File: src/core/encoder_pwm_io_pkg.sv
// Purpose: Constants and carriers of the encoder counter and PWM I/O card
// Assumes: 20 MHz system clock, 16-bit I/O cycles, 256-byte aligned base
// Notes:   Offsets are byte offsets from the assigned I/O base
//
// Notes on behaviour
// - Decode registers at assigned base, 16-bit accesses
// - Offsets 00h/02h/04h return counter values
// - Index edge copies counter, sets latched flag
// - Writing index register clears its flag
// - Flags at status bits 6,5,4; reset zero
// - Status shows extra inputs; fixed ones, zeros
// - Status bit 8 shows counter three direction
// - Low byte at 10h drives isolated outputs
// - Bit 0: counter one up/down or quadrature
// - Bits 2:1 pick counter two's four modes
// - Bits 4:3 pick filter time; shorter ignored
// - Bit 7 enables PWM outputs; else zero
// - Offset 16h loads primary timer period
// - Byte 18h holds secondary interrupt multiplier
// - Byte 19h holds shared PWM dead time
// - 1Ah/1Ch/1Eh take 12-bit PWM durations
// - Offset 40h reads isolated input levels
// - Writes to 80h/90h clear interrupt flags
// - Primary timer counts 10 MHz time base
// - Secondary fires every n+1 primary periods
// - Dead time is 0.75 us times (m+1)
// - Carrier half primary rate; duration updates per period
package encoder_pwm_io_pkg;

    // ************************************************************
    // Register offsets
    // ************************************************************
    localparam logic [7:0] OFS_COUNT_ONE     = 8'h00;
    localparam logic [7:0] OFS_COUNT_TWO     = 8'h02;
    localparam logic [7:0] OFS_COUNT_THREE   = 8'h04;
    localparam logic [7:0] OFS_INDEX_ONE     = 8'h06;
    localparam logic [7:0] OFS_INDEX_TWO     = 8'h08;
    localparam logic [7:0] OFS_INDEX_THREE   = 8'h0A;
    localparam logic [7:0] OFS_STATUS        = 8'h0C;
    localparam logic [7:0] OFS_DOUT          = 8'h10;
    localparam logic [7:0] OFS_CONTROL       = 8'h12;
    localparam logic [7:0] OFS_PRIMARY       = 8'h16;
    localparam logic [7:0] OFS_SECONDARY     = 8'h18;
    localparam logic [7:0] OFS_PWM_U         = 8'h1A;
    localparam logic [7:0] OFS_PWM_V         = 8'h1C;
    localparam logic [7:0] OFS_PWM_W         = 8'h1E;
    localparam logic [7:0] OFS_DIN           = 8'h40;
    localparam logic [7:0] OFS_CLR_PRIMARY   = 8'h80;
    localparam logic [7:0] OFS_CLR_SECONDARY = 8'h90;

    // ************************************************************
    // Control word fields and reset values
    // ************************************************************
    localparam int          CTL_C1_MODE    = 0;
    localparam int          CTL_C2_MODE_LO = 1;
    localparam int          CTL_FILT_LO    = 3;
    localparam int          CTL_PWM_EN     = 7;
    localparam logic [15:0] CONTROL_RESET  = 16'h0001;

    // ************************************************************
    // Timing
    // ************************************************************
    localparam int CLOCK_MHZ      = 20;
    localparam int TICK_NS        = 100;
    localparam int TICK_CYCLES    = TICK_NS * CLOCK_MHZ / 1000;
    localparam int FILT0_NS       = 300;
    localparam int FILT1_NS       = 600;
    localparam int FILT2_NS       = 1200;
    localparam int FILT3_NS       = 4800;
    localparam logic [6:0] FILT0_CYCLES = 7'((FILT0_NS*CLOCK_MHZ+999)/1000);
    localparam logic [6:0] FILT1_CYCLES = 7'((FILT1_NS*CLOCK_MHZ+999)/1000);
    localparam logic [6:0] FILT2_CYCLES = 7'((FILT2_NS*CLOCK_MHZ+999)/1000);
    localparam logic [6:0] FILT3_CYCLES = 7'((FILT3_NS*CLOCK_MHZ+999)/1000);
    localparam int          DEAD_UNIT_NS = 750;
    localparam logic [11:0] DEAD_UNIT_CYCLES =
        12'((DEAD_UNIT_NS * CLOCK_MHZ + 999) / 1000);

    // ************************************************************
    // Carriers
    // ************************************************************
    typedef enum logic [1:0] {
        MODE_PULSE_DIR,
        MODE_UP_DOWN,
        MODE_QUAD_RAW,
        MODE_QUAD_FILT
    } count_mode_e;

    typedef struct packed {
        logic [15:0] addr;
        logic        rd;
        logic        wr;
        logic [15:0] wdata;
    } io_req_s;

    typedef struct packed {
        logic [2:0][15:0] count;
        logic [2:0][15:0] index_cap;
        logic [2:0]       idx_flag;
        logic [2:0]       idx_prev;
        logic [2:0]       filt_a;
        logic [2:0]       filt_b;
        logic [2:0][6:0]  fcnt_a;
        logic [2:0][6:0]  fcnt_b;
        logic [2:0]       qa_prev;
        logic [2:0]       qb_prev;
        logic             dir3;
        logic [7:0]       dout;
        logic [15:0]      ctrl;
        logic [15:0]      prim_period;
        logic [7:0]       sec_mult;
        logic [7:0]       dead_set;
        logic [2:0][11:0] duty_wr;
        logic [2:0][11:0] duty_act;
        logic [4:0]       prescale;
        logic [15:0]      tcount;
        logic [7:0]       scount;
        logic             phase;
        logic             prim_flag;
        logic             sec_flag;
        logic [2:0]       raw_prev;
        logic [2:0][11:0] dead_cnt;
        logic [2:0]       pwm_up;
        logic [2:0]       pwm_dn;
        logic [15:0]      rdata;
        logic             rvalid;
    } card_state_s;

endpackage

File: src/core/encoder_pwm_io.sv
// Purpose: Register map and core logic of the encoder counter PWM card
// Assumes: I/O base is 256-byte aligned, inputs synchronous to i_clock
// Notes:   Read data appears one cycle after the read strobe
`timescale 1ns/1ps
module encoder_pwm_io (
    input  wire logic                         i_clock,
    input  wire logic                         i_sys_rst,
    input  wire logic [15:0]                  i_io_base,
    input  wire encoder_pwm_io_pkg::io_req_s  i_io_req,
    output logic [15:0]                       o_io_rdata,
    output logic                              o_io_rvalid,
    input  wire logic [2:0]                   i_counter_a_input,
    input  wire logic [2:0]                   i_counter_b_input,
    input  wire logic [2:0]                   i_index_pulse_input,
    input  wire logic [2:0]                   i_extra_differential_inputs,
    input  wire logic [7:0]                   i_isolated_input_bits,
    input  wire logic                         i_primary_irq_enable,
    input  wire logic                         i_secondary_irq_enable,
    output logic [7:0]                        o_isolated_output_bits,
    output logic [2:0]                        o_pwm_upper,
    output logic [2:0]                        o_pwm_lower,
    output logic                              o_irq_request
);
    import encoder_pwm_io_pkg::*;

    // ************************************************************
    // State and decode
    // ************************************************************
    card_state_s st_r;
    card_state_s st_nxt;

    logic        hit;
    logic [7:0]  ofs;
    logic        wr_hit;
    logic        rd_hit;
    logic [6:0]  filt_limit;
    logic        tick;
    logic        prim_ev;
    logic        sec_ev;
    logic [15:0] status_word;
    logic [11:0] dead_load;

    // Window decode on the upper address byte
    assign hit    = (i_io_req.addr[15:8] == i_io_base[15:8]);
    assign ofs    = {i_io_req.addr[7:1], 1'b0};
    assign wr_hit = hit & i_io_req.wr;
    assign rd_hit = hit & i_io_req.rd;

    assign status_word = {7'h00, st_r.dir3,
                          1'b1, st_r.idx_flag[0], st_r.idx_flag[1],
                          st_r.idx_flag[2], 1'b1,
                          i_extra_differential_inputs};

    assign dead_load = 12'(({4'h0, st_r.dead_set} + 12'h001)
                       * DEAD_UNIT_CYCLES - 12'h001);

    always_comb begin
        case (st_r.ctrl[CTL_FILT_LO +: 2])
            2'b00:   filt_limit = FILT0_CYCLES;
            2'b01:   filt_limit = FILT1_CYCLES;
            2'b10:   filt_limit = FILT2_CYCLES;
            default: filt_limit = FILT3_CYCLES;
        endcase
    end

    // ************************************************************
    // Counting step helper
    // ************************************************************
    // Returns {increment, decrement} for one sample of the inputs
    function automatic logic [1:0] count_step(
        input count_mode_e mode,
        input logic        a,
        input logic        b,
        input logic        pa,
        input logic        pb
    );
        logic [1:0] res;
        res = 2'b00;
        case (mode)
            MODE_PULSE_DIR: begin
                if (a & ~pa) begin
                    res = b ? 2'b10 : 2'b01;
                end
            end
            MODE_UP_DOWN: begin
                // Both edges together cancel out
                res = {a & ~pa, b & ~pb};
                if (res == 2'b11) begin
                    res = 2'b00;
                end
            end
            default: begin
                // A double change is a lost step and is dropped
                if ((a ^ pa) ^ (b ^ pb)) begin
                    res = (a ^ pb) ? 2'b10 : 2'b01;
                end
            end
        endcase
        return res;
    endfunction

    // ************************************************************
    // Next state
    // ************************************************************
    always_comb begin
        count_mode_e mode;
        logic        sa;
        logic        sb;
        logic [1:0]  stp;
        logic        raw;
        logic [15:0] dur;
        mode   = MODE_QUAD_FILT;
        sa     = 1'b0;
        sb     = 1'b0;
        stp    = 2'b00;
        raw    = 1'b0;
        dur    = 16'h0000;
        st_nxt = st_r;
        tick    = (st_r.prescale == 5'(TICK_CYCLES - 1));
        prim_ev = 1'b0;
        sec_ev  = 1'b0;

        // Time base and primary timer
        st_nxt.prescale = tick ? 5'h00 : st_r.prescale + 5'h01;
        if (st_r.prim_period == 16'h0000) begin
            // Zero period holds the timer stopped
            st_nxt.tcount = 16'h0000;
        end else if (tick) begin
            if (st_r.tcount >= st_r.prim_period - 16'h0001) begin
                st_nxt.tcount = 16'h0000;
                prim_ev       = 1'b1;
            end else begin
                st_nxt.tcount = st_r.tcount + 16'h0001;
            end
        end

        // Secondary timer and carrier phase
        if (prim_ev) begin
            st_nxt.phase    = ~st_r.phase;
            st_nxt.duty_act = st_r.duty_wr;
            if (st_r.scount >= st_r.sec_mult) begin
                st_nxt.scount = 8'h00;
                sec_ev        = 1'b1;
            end else begin
                st_nxt.scount = st_r.scount + 8'h01;
            end
        end

        // Per-channel filter, decode, count and index capture
        for (int ch = 0; ch < 3; ch++) begin
            if (i_counter_a_input[ch] != st_r.filt_a[ch]) begin
                if (st_r.fcnt_a[ch] + 7'h01 >= filt_limit) begin
                    st_nxt.filt_a[ch] = i_counter_a_input[ch];
                    st_nxt.fcnt_a[ch] = 7'h00;
                end else begin
                    st_nxt.fcnt_a[ch] = st_r.fcnt_a[ch] + 7'h01;
                end
            end else begin
                st_nxt.fcnt_a[ch] = 7'h00;
            end
            if (i_counter_b_input[ch] != st_r.filt_b[ch]) begin
                if (st_r.fcnt_b[ch] + 7'h01 >= filt_limit) begin
                    st_nxt.filt_b[ch] = i_counter_b_input[ch];
                    st_nxt.fcnt_b[ch] = 7'h00;
                end else begin
                    st_nxt.fcnt_b[ch] = st_r.fcnt_b[ch] + 7'h01;
                end
            end else begin
                st_nxt.fcnt_b[ch] = 7'h00;
            end

            case (ch)
                0: begin
                    mode = st_r.ctrl[CTL_C1_MODE] ? MODE_QUAD_FILT
                                                  : MODE_UP_DOWN;
                end
                1: begin
                    mode = count_mode_e'(st_r.ctrl[CTL_C2_MODE_LO +: 2]);
                end
                default: begin
                    mode = MODE_QUAD_FILT;
                end
            endcase
            // Only counter two has a filter bypass
            if (mode == MODE_QUAD_RAW) begin
                sa = i_counter_a_input[ch];
                sb = i_counter_b_input[ch];
            end else begin
                sa = st_r.filt_a[ch];
                sb = st_r.filt_b[ch];
            end
            stp = count_step(mode, sa, sb, st_r.qa_prev[ch], st_r.qb_prev[ch]);
            st_nxt.qa_prev[ch] = sa;
            st_nxt.qb_prev[ch] = sb;
            if (stp[1]) begin
                st_nxt.count[ch] = st_r.count[ch] + 16'h0001;
            end else if (stp[0]) begin
                st_nxt.count[ch] = st_r.count[ch] - 16'h0001;
            end
            if (ch == 2 && stp != 2'b00) begin
                st_nxt.dir3 = stp[1];
            end

            st_nxt.idx_prev[ch] = i_index_pulse_input[ch];
            if (wr_hit && ofs == OFS_INDEX_ONE + 8'(2 * ch)) begin
                st_nxt.idx_flag[ch] = 1'b0;
            end
            if (i_index_pulse_input[ch] & ~st_r.idx_prev[ch]) begin
                // Set wins over a clear in the same cycle
                st_nxt.index_cap[ch] = st_r.count[ch];
                st_nxt.idx_flag[ch]  = 1'b1;
            end

            // PWM compare, centred over two primary periods
            dur = {4'h0, st_r.duty_act[ch]};
            if (st_r.prim_period == 16'h0000) begin
                raw = 1'b0;
            end else if (!st_r.phase) begin
                raw = (st_r.tcount < dur);
            end else begin
                raw = (st_r.tcount >= st_r.prim_period - dur);
            end
            st_nxt.raw_prev[ch] = raw;
            if (raw != st_r.raw_prev[ch]) begin
                st_nxt.dead_cnt[ch] = dead_load;
                st_nxt.pwm_up[ch]   = 1'b0;
                st_nxt.pwm_dn[ch]   = 1'b0;
            end else if (st_r.dead_cnt[ch] != 12'h000) begin
                st_nxt.dead_cnt[ch] = st_r.dead_cnt[ch] - 12'h001;
                st_nxt.pwm_up[ch]   = 1'b0;
                st_nxt.pwm_dn[ch]   = 1'b0;
            end else begin
                st_nxt.pwm_up[ch] = raw & st_r.ctrl[CTL_PWM_EN];
                st_nxt.pwm_dn[ch] = ~raw & st_r.ctrl[CTL_PWM_EN];
            end
            if (!st_r.ctrl[CTL_PWM_EN]) begin
                st_nxt.pwm_up[ch] = 1'b0;
                st_nxt.pwm_dn[ch] = 1'b0;
            end
        end

        // Register writes; unlisted offsets fall through untouched
        if (wr_hit) begin
            case (ofs)
                OFS_DOUT: begin
                    st_nxt.dout = i_io_req.wdata[7:0];
                end
                OFS_CONTROL: begin
                    st_nxt.ctrl = i_io_req.wdata;
                end
                OFS_PRIMARY: begin
                    st_nxt.prim_period = i_io_req.wdata;
                end
                OFS_SECONDARY: begin
                    st_nxt.sec_mult = i_io_req.wdata[7:0];
                    st_nxt.dead_set = i_io_req.wdata[15:8];
                end
                OFS_PWM_U: begin
                    st_nxt.duty_wr[0] = i_io_req.wdata[11:0];
                end
                OFS_PWM_V: begin
                    st_nxt.duty_wr[1] = i_io_req.wdata[11:0];
                end
                OFS_PWM_W: begin
                    st_nxt.duty_wr[2] = i_io_req.wdata[11:0];
                end
                default: begin
                end
            endcase
        end

        // Interrupt flags; a new event beats a clear
        st_nxt.prim_flag = (st_r.prim_flag & ~(wr_hit &&
                           ofs == OFS_CLR_PRIMARY)) | prim_ev;
        st_nxt.sec_flag  = (st_r.sec_flag & ~(wr_hit &&
                           ofs == OFS_CLR_SECONDARY)) | sec_ev;

        // Register reads, captured one cycle after the strobe
        st_nxt.rvalid = rd_hit;
        st_nxt.rdata  = 16'h0000;
        if (rd_hit) begin
            case (ofs)
                OFS_COUNT_ONE:   st_nxt.rdata = st_r.count[0];
                OFS_COUNT_TWO:   st_nxt.rdata = st_r.count[1];
                OFS_COUNT_THREE: st_nxt.rdata = st_r.count[2];
                OFS_INDEX_ONE:   st_nxt.rdata = st_r.index_cap[0];
                OFS_INDEX_TWO:   st_nxt.rdata = st_r.index_cap[1];
                OFS_INDEX_THREE: st_nxt.rdata = st_r.index_cap[2];
                OFS_STATUS:      st_nxt.rdata = status_word;
                OFS_DIN: begin
                    st_nxt.rdata = {8'h00, i_isolated_input_bits};
                end
                default:         st_nxt.rdata = 16'h0000;
            endcase
        end
    end

    // ************************************************************
    // State register
    // ************************************************************
    always_ff @(posedge i_clock) begin
        if (i_sys_rst) begin
            st_r      <= '0;
            st_r.ctrl <= CONTROL_RESET;
        end else begin
            st_r <= st_nxt;
        end
    end

    // ************************************************************
    // Outputs
    // ************************************************************
    assign o_io_rdata             = st_r.rdata;
    assign o_io_rvalid            = st_r.rvalid;
    assign o_isolated_output_bits = st_r.dout;
    assign o_pwm_upper            = st_r.pwm_up;
    assign o_pwm_lower            = st_r.pwm_dn;
    // Single request line; no register reads back either flag, so software cannot poll for the source
    assign o_irq_request = (st_r.prim_flag & i_primary_irq_enable) |
                           (st_r.sec_flag & i_secondary_irq_enable);

endmodule // encoder_pwm_io

File: config.mk
export PLATFORM = sky130hd
export DESIGN_NAME = encoder_pwm_io
export DESIGN_NICKNAME = d
export VERILOG_FILES = /design/src/core/encoder_pwm_io_pkg.sv /design/src/core/encoder_pwm_io.sv
export SDC_FILE = /design/constraint.sdc
export NUM_CORES = 1
export LEC_CHECK = 0
export BUFFER_PORTS_ARGS = -buffer_cell sky130_fd_sc_hd__buf_2
export CORE_MARGIN = 2
export CORE_UTILIZATION = 45
export CTS_CLUSTER_SIZE = 40
export DETAILED_ROUTE_END_ITERATION = 16
export HOLD_SLACK_MARGIN = 0.05
export SYNTH_ARGS = -nofsm -noshare
export SYNTH_HDL_FRONTEND = slang
export SYNTH_SLANG_ARGS = --single-unit
File: constraint.sdc
create_clock -name i_clock -period 4.9 [get_ports i_clock]
set_input_delay 0.245 -clock i_clock [delete_from_list [all_inputs] [get_ports i_clock]]
set_output_delay 0.245 -clock i_clock [all_outputs]
set_load 0.01 [all_outputs]
==> summary.txt <==
Global routing
  • First-pass GRT wire length: 102000 um
  • GR Overflow Total: 0
  • GRT Overall Usage: 0.232
  • Vias in the first global route: 19500
  • Initial antenna violation count: 1
  • Largest net degree at the start of global routing: 182

Power and ir drop
  • Leakage power: 11.2 nW
  • Pwr dens: 293 nW/um^2
  • Max VDD drop: 0.214 mV
  • Total power: 0.00777 W

CTS
  • H-tree depth: 2
  • CTS tree: done
  • Deepest clock path buffer count: 3
  • CTS buffer count: 44
  • Clk_lat worst skew: 0.59 ns
  • Clock transition at the registers of the reported paths: 0.06 ns
  • CTS root buffer: clkbuf_16
  • Sink Count: 369

Setup path
  • Worst-path fanout max: 5
  • Crit path launch type: flop
  • Worst Path Arrival: 5.13 ns
  • Worst Setup End Kind: flop
  • CP required: 5.36 ns
  • Kind of critical path: flop to flop

Logic synthesis
  • Post-synthesis compound-gate area fraction: 0.163
  • Sequential fraction of the synthesis area: 0.317
  • Largest family of logic cells by synthesized area: simple AND/OR/NAND/NOR gates
  • Top cells by area, synth: dfxtp_1 32%, ha_1 14%, a21oi_1 4.9%
  • XOR/XNOR Fraction of Synth Area: 0.0749
  • Area share of the largest cell type after synthesis: 0.317
  • Cell accounting for the most synthesized area: dfxtp_1
  • Post-Synthesis Net Count: 3113
  • Yosys warns: 0
  • EDFF count, synth: 0
  • Proportion of synthesized area in mux cells: 0.0517
  • Simple-Gate Fraction of Synth Area: 0.185
  • Mapped Cells: 2756
  • Top_reg_cell synth: dfxtp_1
  • Ys async rst share: 0
  • Cell Area, Synth: 23300 um^2
  • Commonest cells post-synth: 369 x dfxtp_1, 284 x nand2_1, 263 x ha_1
  • Count leader, synth: dfxtp_1
  • Adder-cell area share of the yosys netlist: 0.159
  • Distinct cell type count after synthesis: 77
  • Syn_area_per_cell: 8.44 um^2
  • Yosys reg bits: 369

Place
  • DP Area: 24500 um^2
  • DP Wirelength: 45200 um
  • Pre-CTS setup slack: -0.214 ns
  • Placed instance count: 3459
  • PortBufs: 96
  • GP Congestion: 0.921

Route
  • Drt initial violations: 1654
  • DR pass1 iterations: 10
  • Vias/cell: 5.57
  • DR vias: 20000
  • Total Wirelength: 62100 um
  • WL per Instance: 17.3 um
  • Post-detailed-route count of antenna-violating nets: 0
  • DR DRC count: 0

Timing
  • Clk_skew: 0.0198 ns
  • # setup viols final: 0
  • Min setup slack post-route: 0.230 ns
  • Hold Violations, Final: 0
  • Least-Margin Pin Slew: 1.12 ns
  • Max frequency: 214 MHz
  • Fin. max-slew vios: 0
  • Slew HR: 0.248
  • Period utilisation layout: 0.953
  • Final min period: 4.67 ns

Status
  • Outcome: finished clean

Final layout
  • Diodes inserted: 0
  • Final nets: 3224
  • Layout Cell Area excl Fill: 26500 um^2
  • Area grow syn2layout: 14.0%
  • Layout cells sized above 1: 0.0986
  • Post-Layout Cell Count: 3581

Floorplanning
  • Die ar.: 53600 um^2
  • Initial Util: 0.455
  • Die width: 231 um
  • Row count: 83
  • Die Ht: 231 um
  • Core area: 51200 um^2
  • Ports: 106

Min path
  • Hold Path Class: primary input to flop

Flow run
  • Max Cap Viol: 0
==> per-stage QoR <==
stage	hold slack (ns)	utilization	TNS [ns]
2_1_floorplan	0.369	-	0
3_3_place_gp	0.442	0.478	-1.31
3_5_place_dp	0.446	0.478	-2.23
4_1_cts	0.0509	0.516	0
5_1_grt	0.0839	0.518	-0.0440
6_report	0.0759	0.518	0
==> cells by family after synthesis <==
family | after synthesis
compound gates | 604
xor+xnor | 199
fa+ha+maj | 283
buf+inv | 269
flops | 369
mux | 118
simple gates | 914
==> final timing paths <==
check / start / endpoint / cells after the start / slack (ns)
worst max-delay path: st_r[182] / st_r[39] / 22 / 0.23
worst max register to register: st_r[182] / st_r[39] / 22 / 0.23
worst min register to register: st_r[297] / st_r[297] / 2 / 0.46
worst min-delay path: i_isolated_input_bits[6] / o_io_rdata[6] / 3 / 0.08
==> cells in the final DEF (no fill, tap or decap), drive strengths merged, types with 37 or more instances in the layout <==
cell type and count:
a21o 59, dfxtp 369, nand3 106, nand2 284
xor2 70, nor2 241, and3 48, mux2i 107
inv 147, clkbuf 58, nor3 64, a21oi 227
ha 263, buf 152, dlygate4sd3 37, o21ai 124
xnor2 129
==> what timing repair did <==
item,4_1_cts,5_1_grt
hold buffers,37,0
gates resized for setup,5,14
pin swaps,0,8
endpoints found under the hold margin,57,0
buffers inserted,0,5
setup endpoints to repair,12,37
==> routing by layer <==
metal,part of all wire,track usage
met2,0.46,0.383
met3,0.054,0.0303
met4,0.022,0.0637
met1,0.47,0.318
met5,0.00019,0
==> report_power, final <==
| part | leakage [nW] | switching, W | internal [W] |
|---|---|---|---|
| Combinational | 7.50 | 0.000565 | 0.000477 |
| Sequential | 2.98 | 0.000118 | 0.00313 |
| Clock | 0.753 | 0.00139 | 0.00209 |
| Total | 11.2 | 0.00207 | 0.00570 |
==> layout make-up <==
type / count / area [um^2]
Clock inverter: 22 / 307
Multi-Input combinational cell: 2118 / 14900
Inverter: 145 / 544
Timing Repair Buffer: 189 / 1310
Sequential cell: 369 / 7390
Fill cell: 4778 / 24700
Tap cell: 680 / 851
Clock buffer: 58 / 1250
==> worst max-delay path, cell delays in order (launching register included) <==
cell and delay, ns:
dfxtp_1 0.31, inv_1 0.07, ha_1 0.17, inv_1 0.06, fa_1 0.38, a21o_1 0.19, a21oi_2 0.18, o21bai_1 0.12
a21o_1 0.22, a311o_1 0.31, a21o_1 0.22, a2111oi_4 0.34, buf_4 0.16, xnor2_1 0.12, ha_1 0.27, a21o_1 0.20
a211oi_2 0.21, o21ai_1 0.11, a21oi_2 0.17, nor4_4 0.09, xnor2_1 0.18, buf_4 0.16, mux2_2 0.33
==> flip-flops by register name, summed over array words and instances (netlist names) <==
name,count
st_nxt,2
o_io_rvalid,1
o_io_rdata,16
o_pwm_lower,3
o_isolated_output_bits,8
st_r,336
o_pwm_upper,3
Power figures use the tool's default switching activity.
